--- config.mk ---
export PLATFORM = sky130hd
export DESIGN_NAME = msie_exec
export DESIGN_NICKNAME = d
export VERILOG_FILES = /design/src/rtl/msie_pkg.sv /design/src/rtl/msie_seg_if.sv /design/src/rtl/msie_exec.sv /design/src/rtl/msie_seg_dec.sv
export SDC_FILE = /design/constraint.sdc
export NUM_CORES = 1
export LEC_CHECK = 0
export BUFFER_PORTS_ARGS = -buffer_cell sky130_fd_sc_hd__buf_4
export CORE_ASPECT_RATIO = 0.8
export CORE_UTILIZATION = 45
export DETAILED_ROUTE_END_ITERATION = 7
export MAX_ROUTING_LAYER = met4
export PLACE_DENSITY = 0.68
export RECOVER_POWER = 25
export SETUP_SLACK_MARGIN = 0.1
export SLEW_MARGIN = 10
export SYNTH_ARGS = -nofsm -noshare
export SYNTH_HDL_FRONTEND = slang
export SYNTH_SLANG_ARGS = --single-unit
--- constraint.sdc ---
create_clock -name sys_clk -period 2.5 [get_ports sys_clk]
set_input_delay 0.125 -clock sys_clk [delete_from_list [all_inputs] [get_ports sys_clk]]
set_output_delay 0.125 -clock sys_clk [all_outputs]
set_load 0.01 [all_outputs]
--- src/rtl/msie_pkg.sv ---
// Package for the status, bank and I/O instruction execution slice.
// Assumes a 16-bit instruction word: opcode[15:10], high[9:8], middle[7:4], low[3:0].
package msie_pkg;

	////////////////////////////////////////////////////////////////////////////////
	// Instruction word layout.
	localparam int INSTR_W  = 16;
	localparam int OP_LSB   = 10;
	localparam int HI_LSB   = 8;
	localparam int MID_LSB  = 4;
	localparam int LOW_LSB  = 0;

	// Opcodes handled by this slice.
	localparam logic [5:0] OP_MISC     = 6'h00;
	localparam logic [5:0] OP_SET      = 6'h01;
	localparam logic [5:0] OP_CLR      = 6'h03;
	localparam logic [5:0] OP_TEST0    = 6'h08;
	localparam logic [5:0] OP_TEST1    = 6'h09;
	localparam logic [5:0] OP_KEY      = 6'h10;
	localparam logic [5:0] OP_PORT_OUT = 6'h22;
	localparam logic [5:0] OP_HALT     = 6'h23;
	localparam logic [5:0] OP_DISP     = 6'h27;
	localparam logic [5:0] OP_STEST    = 6'h28;
	localparam logic [5:0] OP_PORT_IN  = 6'h32;

	// Middle-field selectors.
	localparam logic [3:0] F_NONE = 4'h0;
	localparam logic [3:0] F_IRQ  = 4'h1;
	localparam logic [3:0] F_CE   = 4'h2;
	localparam logic [3:0] F_BLO  = 4'h4;
	localparam logic [3:0] F_BHI  = 4'h8;
	localparam logic [3:0] F_BOTH = 4'hC;
	localparam logic [3:0] F_STOP = 4'hE;
	localparam logic [3:0] F_STAT = 4'hF;

	// High-field selectors.
	localparam logic [1:0] HI_00 = 2'h0;
	localparam logic [1:0] HI_10 = 2'h2;

	// Serial mode bits loaded by the setup instruction (bits 3, 1 and 0).
	localparam logic [3:0] SER_LOAD_MASK    = 4'hB;
	localparam logic [3:0] SHIFT_DONE_COUNT = 4'h8;

	// Restart condition bits of the halt operand.
	localparam int RS_IRQ = 0;
	localparam int RS_CE  = 1;
	localparam int RS_KEY = 2;
	localparam int RS_CMP = 3;

	////////////////////////////////////////////////////////////////////////////////
	// Register map, word index on avs_address (byte offset is four times it).
	localparam int         ADDR_W    = 3;
	localparam logic [2:0] REG_CTRL  = 3'h0;
	localparam logic [2:0] REG_STATE = 3'h1;
	localparam logic [2:0] REG_STAT2 = 3'h2;
	localparam logic [2:0] REG_MADDR = 3'h3;
	localparam logic [2:0] REG_MDATA = 3'h4;

	// Field positions.
	localparam int CTRL_DIRECT = 0;
	localparam int ST_S1_LSB   = 0;
	localparam int ST_S2_LSB   = 4;
	localparam int ST_BANK_LSB = 8;
	localparam int ST_HALT     = 12;
	localparam int ST_STOP     = 13;
	localparam int ST_SER_LSB  = 16;

	// Reset values.
	localparam logic [3:0]  RST_NIB  = 4'h0;
	localparam logic [7:0]  RST_BYTE = 8'h00;
	localparam logic [31:0] RST_WORD = 32'h0000_0000;

	// Run state, Gray coded along run, halt, stop.
	typedef enum logic [1:0] {
		MSIE_RUN  = 2'b00,
		MSIE_HALT = 2'b01,
		MSIE_STOP = 2'b11
	} msie_run_t;

endpackage

--- src/rtl/msie_seg_if.sv ---
// Carrier between the executor and its segment decoder.
// Assumes both ends run combinationally in one clock domain.
`timescale 1ns/100ps
interface msie_seg_if;
	logic [3:0] nibble;
	logic       direct;
	logic [7:0] pattern;
	modport dec  (input nibble, input direct, output pattern);
	modport user (output nibble, output direct, input pattern);
endinterface

--- src/rtl/msie_exec.sv ---
// Executor for status, bank, pin test, display, key, port, serial and halt instructions.
// Assumes instructions arrive on a valid/ready pair in the sys_clk domain.
//
// What this block does
// RULE1: Set/clear status-one masked bits; test-ones skips when masked status-two bits are 1.
// RULE2: Test-zeros skips when every masked status-two bit is 0.
// RULE3: Clear with field 1100 zeroes both bank flops.
// RULE4: Set with field 0100, 1000 or 1100 loads bank flops from the field.
// RULE5: Interrupt pin test: true form skips on pin low, false form on pin high.
// RULE6: Enable pin test: true form skips on pin high, false form on pin low.
// RULE7: Test-zeros with field 1100 skips when both bank flops are zero.
// RULE8: Bank flop tests skip on 1 (true form) or 0 (false form).
// RULE9: Display write sends decoded pattern or raw memory nibble to the digit.
// RULE10: Key read stores key lines in memory; skip form skips on zero.
// RULE11: Port input copies the selected port into the named register.
// RULE12: Port output writes the named register to the selected port.
// RULE13: Port bits set, clear and all-ones or all-zeros skip tests.
// RULE14: Serial setup loads mode bits 3,1,0; shift-done-true skips on completed byte.
// RULE15: Shift-done-false skips while the shift count is not complete.
// RULE16: Comparator tests skip on above, or on at-or-below.
// RULE17: Opcode 100011 stops the clock on enable low, or halts until restart.
// RULE18: After a taken skip the next instruction is discarded as a no-operation.
`timescale 1ns/100ps
module msie_exec #(
	parameter int MEM_DEPTH = 64,
	parameter int REG_DEPTH = 16
) (
	// Clock and reset.
	input  wire logic                      sys_clk,
	input  wire logic                      sys_rst,
	// Avalon-MM register slave.
	input  wire logic [msie_pkg::ADDR_W-1:0] avs_address,
	input  wire logic                      avs_read,
	input  wire logic                      avs_write,
	input  wire logic [31:0]               avs_writedata,
	output logic      [31:0]               avs_readdata,
	output logic                           avs_waitrequest,
	// Instruction stream from program memory.
	input  wire logic                      instr_valid,
	input  wire logic [15:0]               instr_word,
	output logic                           instr_ready,
	output logic                           instr_done,
	output logic                           instr_skipped,
	// Pins, asynchronous to sys_clk.
	input  wire logic                      irq_pin_n,
	input  wire logic                      enable_pin,
	input  wire logic [3:0]                key_lines,
	input  wire logic [15:0]               port_in,
	input  wire logic                      comp_above,
	// Shift clock count from the serial unit, same clock.
	input  wire logic [3:0]                shift_clock_count,
	// Outputs.
	output logic      [15:0]               port_out,
	output logic                           disp_strobe,
	output logic      [3:0]                disp_digit,
	output logic      [7:0]                disp_seg,
	output logic      [3:0]                serial_mode_bits,
	output logic                           cpu_halted,
	output logic                           clock_stopped
);

	// Refuse depths that the fixed address fields cannot reach.
	if (MEM_DEPTH != 64 || REG_DEPTH != 16) begin : g_depth_check
		$error("msie_exec: depths must be 64 and 16");
	end

	////////////////////////////////////////////////////////////////////////////////
	// Mask test helpers.
	function automatic logic all_ones(input logic [3:0] v, input logic [3:0] m);
		all_ones = ((v & m) == m);
	endfunction

	function automatic logic all_zeros(input logic [3:0] v, input logic [3:0] m);
		all_zeros = ((v & m) == 4'h0);
	endfunction

	////////////////////////////////////////////////////////////////////////////////
	// Pin synchronisers: meta stage feeds only the sync stage.
	logic [22:0] pin_meta_reg;
	logic [22:0] pin_sync_reg;
	always_ff @(posedge sys_clk) begin
		pin_meta_reg <= {irq_pin_n, enable_pin, key_lines, port_in, comp_above};
		pin_sync_reg <= pin_meta_reg;
	end

	logic        irq_n_s;
	logic        ce_s;
	logic [3:0]  key_s;
	logic [15:0] port_s;
	logic        cmp_s;
	assign {irq_n_s, ce_s, key_s, port_s, cmp_s} = pin_sync_reg;

	////////////////////////////////////////////////////////////////////////////////
	// State registers.
	logic [3:0]          status1_reg, status1_next;
	logic [3:0]          status2_reg, status2_next;
	logic [1:0]          bank_reg, bank_next;
	logic [15:0]         port_out_reg, port_out_next;
	logic [3:0]          serial_reg, serial_next;
	logic [3:0]          restart_reg, restart_next;
	msie_pkg::msie_run_t run_reg, run_next;
	logic                skip_pend_reg, skip_pend_next;
	logic                halted_reg, halted_next;
	logic                stopped_reg, stopped_next;
	logic [3:0]          status2_next_bus;
	logic                ready_reg, ready_next;
	logic                done_reg, done_next;
	logic                skipped_reg, skipped_next;
	logic                dstrobe_reg, dstrobe_next;
	logic [3:0]          ddigit_reg, ddigit_next;
	logic [7:0]          dseg_reg, dseg_next;
	logic                direct_reg, direct_next;
	logic [5:0]          maddr_reg, maddr_next;
	logic                wait_reg, wait_next;
	logic [31:0]         rdata_reg, rdata_next;
	logic [3:0]          data_mem [MEM_DEPTH];
	logic [3:0]          gen_reg [REG_DEPTH];
	logic                mem_we, gen_we;
	logic [5:0]          mem_wa;
	logic [3:0]          mem_wd, gen_wa, gen_wd;

	// Instruction fields.
	logic [5:0] op;
	logic [1:0] hi;
	logic [3:0] mid, low;
	logic       taken, exec, hit, bus_req, bus_ack;
	assign op      = instr_word[15:msie_pkg::OP_LSB];
	assign hi      = instr_word[msie_pkg::OP_LSB-1:msie_pkg::HI_LSB];
	assign mid     = instr_word[msie_pkg::HI_LSB-1:msie_pkg::MID_LSB];
	assign low     = instr_word[msie_pkg::MID_LSB-1:msie_pkg::LOW_LSB];
	assign taken   = instr_valid && ready_reg;
	assign exec    = taken && !skip_pend_reg;
	assign bus_req = avs_read || avs_write;
	assign bus_ack = bus_req && !wait_reg;

	// Segment decoder sees the memory nibble addressed by the display write.
	msie_seg_if seg_bus ();
	assign seg_bus.nibble = data_mem[{hi, low}];
	assign seg_bus.direct = direct_reg;
	msie_seg_dec u_seg (
		.seg (seg_bus.dec)
	);

	////////////////////////////////////////////////////////////////////////////////
	// Instruction execution and run state.
	always_comb begin
		status1_next  = status1_reg;
		status2_next  = status2_reg;
		bank_next     = bank_reg;
		port_out_next = port_out_reg;
		serial_next   = serial_reg;
		restart_next  = restart_reg;
		run_next      = run_reg;
		dstrobe_next  = 1'b0;
		ddigit_next   = ddigit_reg;
		dseg_next     = dseg_reg;
		mem_we        = 1'b0;
		mem_wa        = {hi, mid};
		mem_wd        = key_s;
		gen_we        = 1'b0;
		gen_wa        = low;
		gen_wd        = port_s[{hi, 2'b00} +: 4];
		hit           = 1'b0;
		if (exec) begin
			case (op)
				msie_pkg::OP_SET: begin
					if (mid == msie_pkg::F_STAT) status1_next = status1_reg | low;         // RULE1
					else if (mid == msie_pkg::F_NONE) port_out_next[{hi, 2'b00} +: 4] =
						port_out_reg[{hi, 2'b00} +: 4] | low;                               // RULE13
					else if (mid[1:0] == 2'b00) bank_next = mid[3:2];                      // RULE4
				end
				msie_pkg::OP_CLR: begin
					if (mid == msie_pkg::F_STAT) status1_next = status1_reg & ~low;        // RULE1
					else if (mid == msie_pkg::F_NONE) port_out_next[{hi, 2'b00} +: 4] =
						port_out_reg[{hi, 2'b00} +: 4] & ~low;                              // RULE13
					else if (mid == msie_pkg::F_BOTH) bank_next = 2'b00;                   // RULE3
				end
				msie_pkg::OP_TEST1: begin
					case (mid)
						msie_pkg::F_STAT: hit = all_ones(status2_reg, low);               // RULE1
						msie_pkg::F_NONE: hit = all_ones(port_s[{hi, 2'b00} +: 4], low);  // RULE13
						msie_pkg::F_IRQ:  hit = !irq_n_s;                                 // RULE5
						msie_pkg::F_CE:   hit = ce_s;                                     // RULE6
						msie_pkg::F_BLO:  hit = bank_reg[0];                              // RULE8
						msie_pkg::F_BHI:  hit = bank_reg[1];                              // RULE8
						default:          hit = 1'b0;
					endcase
				end
				msie_pkg::OP_TEST0: begin
					case (mid)
						msie_pkg::F_STAT: hit = all_zeros(status2_reg, low);              // RULE2
						msie_pkg::F_NONE: hit = all_zeros(port_s[{hi, 2'b00} +: 4], low); // RULE13
						msie_pkg::F_IRQ:  hit = irq_n_s;                                  // RULE5
						msie_pkg::F_CE:   hit = !ce_s;                                    // RULE6
						msie_pkg::F_BLO:  hit = !bank_reg[0];                             // RULE8
						msie_pkg::F_BHI:  hit = !bank_reg[1];                             // RULE8
						msie_pkg::F_BOTH: hit = (bank_reg == 2'b00);                      // RULE7
						default:          hit = 1'b0;
					endcase
				end
				msie_pkg::OP_KEY: begin
					mem_we = 1'b1;                                                       // RULE10
					hit    = (low != msie_pkg::F_NONE) && (key_s == 4'h0);               // RULE10
				end
				msie_pkg::OP_PORT_IN: gen_we = 1'b1;                                     // RULE11
				msie_pkg::OP_PORT_OUT: port_out_next[{hi, 2'b00} +: 4] = gen_reg[low];  // RULE12
				msie_pkg::OP_DISP: begin
					dstrobe_next = 1'b1;                                                 // RULE9
					ddigit_next  = mid;
					dseg_next    = seg_bus.pattern;                                      // RULE9
				end
				msie_pkg::OP_MISC: begin
					if (hi == msie_pkg::HI_00 && mid == msie_pkg::F_IRQ)
						serial_next = (serial_reg & ~msie_pkg::SER_LOAD_MASK) |
							(low & msie_pkg::SER_LOAD_MASK);                                // RULE14
				end
				msie_pkg::OP_STEST: begin
					if (mid == msie_pkg::F_IRQ && hi == msie_pkg::HI_10)
						hit = (shift_clock_count == msie_pkg::SHIFT_DONE_COUNT);           // RULE14
					else if (mid == msie_pkg::F_IRQ && hi == msie_pkg::HI_00)
						hit = (shift_clock_count != msie_pkg::SHIFT_DONE_COUNT);           // RULE15
					else if (mid == msie_pkg::F_NONE && hi == msie_pkg::HI_00)
						hit = cmp_s;                                                      // RULE16
					else if (mid == msie_pkg::F_NONE && hi == msie_pkg::HI_10)
						hit = !cmp_s;                                                     // RULE16
				end
				msie_pkg::OP_HALT: begin
					if (mid == msie_pkg::F_STOP && low == msie_pkg::F_STOP) begin
						if (!ce_s) run_next = msie_pkg::MSIE_STOP;                        // RULE17
					end else begin
						run_next     = msie_pkg::MSIE_HALT;                               // RULE17
						restart_next = low;
					end
				end
				default: hit = 1'b0;
			endcase
		end
		// Wake-up: a stopped clock restarts on enable high, a halt on its chosen condition.
		case (run_reg)
			msie_pkg::MSIE_HALT: begin
				if ((restart_reg[msie_pkg::RS_IRQ] && !irq_n_s) || (restart_reg[msie_pkg::RS_CE] && ce_s) ||
					(restart_reg[msie_pkg::RS_KEY] && key_s != 4'h0) ||
					(restart_reg[msie_pkg::RS_CMP] && cmp_s)) run_next = msie_pkg::MSIE_RUN;  // RULE17
			end
			msie_pkg::MSIE_STOP: if (ce_s) run_next = msie_pkg::MSIE_RUN;                   // RULE17
			default: ;
		endcase
		// A discarded instruction clears the pending skip; an executed instruction loads it from its test result.
		skip_pend_next = exec ? hit : (taken ? 1'b0 : skip_pend_reg);                   // RULE18
		skipped_next   = taken && skip_pend_reg;                                         // RULE18
		done_next      = exec;
		ready_next     = (run_next == msie_pkg::MSIE_RUN);
		halted_next    = (run_next == msie_pkg::MSIE_HALT);
		stopped_next   = (run_next == msie_pkg::MSIE_STOP);
	end

	always_ff @(posedge sys_clk) begin
		if (sys_rst) begin
			status1_reg   <= msie_pkg::RST_NIB;
			status2_reg   <= msie_pkg::RST_NIB;
			bank_reg      <= 2'b00;
			port_out_reg  <= 16'h0000;
			serial_reg    <= msie_pkg::RST_NIB;
			restart_reg   <= msie_pkg::RST_NIB;
			run_reg       <= msie_pkg::MSIE_RUN;
			skip_pend_reg <= 1'b0;
			skipped_reg   <= 1'b0;
			done_reg      <= 1'b0;
			ready_reg     <= 1'b0;
			dstrobe_reg   <= 1'b0;
			ddigit_reg    <= msie_pkg::RST_NIB;
			dseg_reg      <= msie_pkg::RST_BYTE;
			halted_reg    <= 1'b0;
			stopped_reg   <= 1'b0;
		end else begin
			status1_reg   <= status1_next;
			status2_reg   <= status2_next_bus;
			bank_reg      <= bank_next;
			port_out_reg  <= port_out_next;
			serial_reg    <= serial_next;
			restart_reg   <= restart_next;
			run_reg       <= run_next;
			skip_pend_reg <= skip_pend_next;
			skipped_reg   <= skipped_next;
			done_reg      <= done_next;
			ready_reg     <= ready_next;
			dstrobe_reg   <= dstrobe_next;
			ddigit_reg    <= ddigit_next;
			dseg_reg      <= dseg_next;
			halted_reg    <= halted_next;
			stopped_reg   <= stopped_next;
		end
	end

	////////////////////////////////////////////////////////////////////////////////
	// Avalon slave: one wait cycle per access, instruction memory writes win.
	logic [31:0] state_word;
	logic        bus_mem_we;
	assign state_word = {12'h000, serial_reg, 2'b00, (run_reg == msie_pkg::MSIE_STOP),
		(run_reg == msie_pkg::MSIE_HALT), 2'b00, bank_reg, status2_reg, status1_reg};

	always_comb begin
		wait_next        = !(bus_req && wait_reg);
		rdata_next       = rdata_reg;
		direct_next      = direct_reg;
		maddr_next       = maddr_reg;
		status2_next_bus = status2_next;
		bus_mem_we       = 1'b0;
		if (bus_req && wait_reg && avs_read) begin
			case (avs_address)
				msie_pkg::REG_CTRL:  rdata_next = {31'h0000_0000, direct_reg};
				msie_pkg::REG_STATE: rdata_next = state_word;
				msie_pkg::REG_STAT2: rdata_next = {28'h000_0000, status2_reg};
				msie_pkg::REG_MADDR: rdata_next = {26'h000_0000, maddr_reg};
				msie_pkg::REG_MDATA: rdata_next = {28'h000_0000, data_mem[maddr_reg]};
				default:             rdata_next = msie_pkg::RST_WORD;
			endcase
		end
		if (bus_ack && avs_write) begin
			case (avs_address)
				msie_pkg::REG_CTRL:  direct_next = avs_writedata[msie_pkg::CTRL_DIRECT];
				msie_pkg::REG_STAT2: status2_next_bus = avs_writedata[3:0];
				msie_pkg::REG_MADDR: maddr_next = avs_writedata[5:0];
				msie_pkg::REG_MDATA: bus_mem_we = !mem_we;
				default: ;
			endcase
		end
	end

	always_ff @(posedge sys_clk) begin
		if (sys_rst) begin
			wait_reg   <= 1'b1;
			rdata_reg  <= msie_pkg::RST_WORD;
			direct_reg <= 1'b0;
			maddr_reg  <= 6'h00;
		end else begin
			wait_reg   <= wait_next;
			rdata_reg  <= rdata_next;
			direct_reg <= direct_next;
			maddr_reg  <= maddr_next;
		end
	end

	// Data memory and general registers.
	always_ff @(posedge sys_clk) begin
		if (sys_rst) begin
			for (int i = 0; i < MEM_DEPTH; i++) data_mem[i] <= msie_pkg::RST_NIB;
			for (int j = 0; j < REG_DEPTH; j++) gen_reg[j] <= msie_pkg::RST_NIB;
		end else begin
			if (mem_we) data_mem[mem_wa] <= mem_wd;                                         // RULE10
			else if (bus_mem_we) data_mem[maddr_reg] <= avs_writedata[3:0];
			if (gen_we) gen_reg[gen_wa] <= gen_wd;                                          // RULE11
		end
	end

	// Outputs straight from flops.
	assign avs_readdata     = rdata_reg;
	assign avs_waitrequest  = wait_reg;
	assign instr_ready      = ready_reg;
	assign instr_done       = done_reg;
	assign instr_skipped    = skipped_reg;
	assign port_out         = port_out_reg;
	assign disp_strobe      = dstrobe_reg;
	assign disp_digit       = ddigit_reg;
	assign disp_seg         = dseg_reg;
	assign serial_mode_bits = serial_reg;
	assign cpu_halted       = halted_reg;
	assign clock_stopped    = stopped_reg;
endmodule

--- src/rtl/msie_seg_dec.sv ---
// Segment decoder: nibble to seven-segment pattern, or raw nibble pass.
// Assumes a pure combinational path; the caller registers the result.
`timescale 1ns/100ps
module msie_seg_dec (
	// Decoder port.
	msie_seg_if.dec seg
);

	// Pattern bits are gfedcba, active high; direct mode passes the nibble.
	always_comb begin
		if (seg.direct) begin
			seg.pattern = {4'h0, seg.nibble};
		end else begin
			case (seg.nibble)
				4'h0: seg.pattern = 8'h3F;
				4'h1: seg.pattern = 8'h06;
				4'h2: seg.pattern = 8'h5B;
				4'h3: seg.pattern = 8'h4F;
				4'h4: seg.pattern = 8'h66;
				4'h5: seg.pattern = 8'h6D;
				4'h6: seg.pattern = 8'h7D;
				4'h7: seg.pattern = 8'h07;
				4'h8: seg.pattern = 8'h7F;
				4'h9: seg.pattern = 8'h6F;
				4'hA: seg.pattern = 8'h77;
				4'hB: seg.pattern = 8'h7C;
				4'hC: seg.pattern = 8'h39;
				4'hD: seg.pattern = 8'h5E;
				4'hE: seg.pattern = 8'h79;
				default: seg.pattern = 8'h71;
			endcase
		end
	end

endmodule

==> results.md <==
* Final Cycle Share at 111%
* DR iter-0 viols at 3030
* Vias in the first global route at 17800
* CTS clk-pin slew, worst paths at 0.07 ns
* YS warnings at 0
* Worst-Skew Late Latency at 0.60 ns
* Synthesized area at 22500 um2
* Syn Inst Count at 1837
* Worst-path cell chain: buf_12 > buf_12 > mux4_2 > mux4_2 > mux4_2 > nand2b_4 > nand2_2
* Leak Pwr at 11.6 nW
* PortBufs at 109
* CTS Sinks at 449
* Pwr Density at 543 nW/um2
* Top FF cell, synth: edfxtp_1
* Maximum clock frequency at 0.360 GHz
* TritonCTS buffer count at 45
* Global-route wire length before repair at 114 mm
* Failing checks: DRC, setup timing
* Initial antenna violation count at 0
* Largest register FFs at 256
* Final nets at 2333
* Post-synthesis cell type count at 85
* Final min period at 2.78 ns
* DR pass1 iterations at 8
* Crit path max fanout at 8
* Placed insts at 2709
* Share of cells above drive strength 1 at 49.3%
* WP data arrival at 3.27 ns
* Die W at 252 um
* Hold Violations, Final at 0
* Unrepaired setup endpoints after global routing: yes
* Status: finished with violations
* Startpoint Class: flop
* Clock skew at 0.0307 ns
* ANT cells at 0
* I/O pins at 154
* FF+latch area at 12200 um2
* Yosys reg bits at 449
* Total of max-cap violations at 0
* Ys async rst share at 0%
* Final worst slack at -0.276 ns
* Number of synthesized flops with an enable pin at 320
* Largest stage delay, worst path at 0.62 ns
* H-tree depth at 2
* Total chip power at 0.0175 W
* HP Class: primary input to flop
* Gpl congestion at 1.00
* Maximum VDD drop at 456 uV
* Post-layout util at 65.8%
* CTS root buf: clkbuf_16
* CP Class: flop to flop
* Setup violators final at 266
* Starting Density at 46.1%
* Syn Area/Cell at 12.3 um2
* Antenna Nets Post-Route at 0
* Pin count of the biggest net entering global routing at 70
* Gr usage total at 31.2%
* Total negative slack at -23.46 ns
* Cell class contributing the biggest share of worst-path delay: multiplexers
* DPL Wire Length at 53.9 mm
* Filler cells at 3192
* Area Overhead vs Synth at 42.9%
* Dpl cell area at 26000 um2
* Required time worst endpoint at 2.99 ns
* Via count at 19100
* TritonCTS clock tree: built
* Clk buf depth at 3
* Worst slew pin tran at 0.924 ns
* Chip height at 202 um
* Row count at 72
* Core footprint at 48900 um2
* GRT Residual Overflow at 0
* Wire length per cell at 29.2 um
* Final slew viol count at 0
* Most used cell along the critical path: mux4_2
* CP Buf/Inv Count at 2
* Post-Layout Cell Count at 2940
* Sequential-to-total area share from yosys stat at 54.1%
* DR vias/cell at 6.49
* Critical-path top delay cell: mux4_2
* # DRC at 3
* Total Die Area at 51000 um2
* Relative slew margins at 38.2%
* Worst setup EP type: flop
* Post-Route WL at 85.7 mm
* Multi-input logic area at 12200 um2
* Final instance area at 32200 um2
## report_power, final
part	leakage, nW	internal [W]	switching [W]	total (W)
Combinational	6.50	0.000956	0.00125	0.00221
Sequential	4.36	0.00817	0.000158	0.00833
Clock	0.719	0.00379	0.00314	0.00693
Total	11.6	0.0129	0.00455	0.0175
## placed cells by master, fill, tap and decap left out, types with 11 or more instances in the layout
master,synthesis,routed
edfxtp_1,320,320
clkbuf_4,0,24
a21o_4,0,22
nand3_1,26,22
nor2b_1,13,12
dfxtp_1,129,125
a21oi_1,50,46
nand2_2,21,19
inv_1,17,13
nor2_4,4,148
nor2_2,3,58
buf_6,8,85
nor3_4,0,11
buf_8,1,11
nand2_1,140,96
mux2i_1,62,61
or3_1,28,19
mux4_2,158,159
clkbuf_1,62,15
nor2_1,395,196
dlygate4sd3_1,0,37
conb_1,1,18
a22oi_1,33,31
buf_4,37,244
o21ai_0,54,25
o21ai_4,2,29
clkbuf_16,0,60
buf_12,0,65
nand2_8,0,13
nand2_4,0,34
## worst reg2reg max path: stages, from the launching register on
cell and delay (ns):
dfxtp_4 0.39, buf_12 0.17, buf_12 0.18, mux4_2 0.53, mux4_2 0.59, mux4_2 0.62
nand2b_4 0.13, nand2_2 0.05
## per-stage QoR
step | worst slack (ns) | hold slack (ns)
CTS | -0.164 | 0.000937
floorplan | -0.0327 | 0.153
global route | -0.345 | 0.0156
finish | -0.276 | 0.0142
global placement | -0.587 | 0.230
detailed placement | -0.575 | 0.231
## metal layers
| layer | wire length, um | vias to the layer above | share of wire (%) | GRT usage, % |
|---|---|---|---|---|
| met2 | 37200 | 1644 | 43 | 43.9 |
| met5 | 0 | - | 0 | - |
| li1 | - | 7636 | - | - |
| met1 | 30200 | 9398 | 35 | 42.3 |
| met3 | 13400 | 398 | 16 | 9.66 |
| met4 | 4820 | 0 | 5.6 | 11.6 |
## cell usage after synthesis (26+ instances only)
library cell | count | area [um2]
a21oi_1 | 50 | 250
a22oi_1 | 33 | 248
buf_2 | 41 | 205
buf_4 | 37 | 278
clkbuf_1 | 62 | 233
dfxtp_1 | 129 | 2580
edfxtp_1 | 320 | 9610
mux2i_1 | 62 | 621
mux4_2 | 158 | 3560
nand2_1 | 140 | 526
nand3_1 | 26 | 130
nor2_1 | 395 | 1480
nor3_1 | 27 | 135
o21ai_0 | 54 | 270
or3_1 | 28 | 175
## path summary, 6_finish.rpt
path                   startpoint              end  slack, ns  cells after the start
setup reg to reg             flop  avs_readdata[3]      -0.28                      7
setup / recovery             flop  avs_readdata[3]      -0.28                      7
hold reg to reg   pin_meta_reg[2]  pin_sync_reg[2]       0.33                      0
hold / removal     avs_address[0]  avs_readdata[0]       0.01                      5
## layout make-up
cell class                 instances  share of cell area [%]
clock inverter                    22                   0.610
multi-input combinational       1227                    37.9
tap                              666                    2.59
timing repair buffer             495                    16.7
inverter                          22                   0.268
clock buffer                      59                    4.00
sequential                       449                    37.9
## kinds of logic (layout without fill, tap and decap cells)
group / after synthesis / count (layout) / share of synthesized area, %
AND/OR/NAND/NOR: 724 / 725 / 14.2
flip-flops: 449 / 449 / 54.1
multiplexers: 239 / 239 / 19.9
AO/OA/AOI/OAI: 233 / 233 / 7.07
buffers and inverters: 179 / 598 / 4.14
adder cells (fa/ha/maj): 10 / 10 / 0.555
XOR/XNOR: 2 / 2 / 0.0778
other: 1 / 18 / 0.0166
## repair_timing
| item | in CTS | in global routing |
|---|---|---|
| gates cloned | 12 | 13 |
| endpoints found under the hold margin | 50 | 0 |
| hold buffers | 37 | 0 |
| gates resized for setup | 276 | 477 |
| pin swaps | 101 | 184 |
| endpoints found under the setup margin | 498 | 610 |
| setup buffers | 43 | 60 |
No activity file was read; power rests on OpenSTA's default activity.
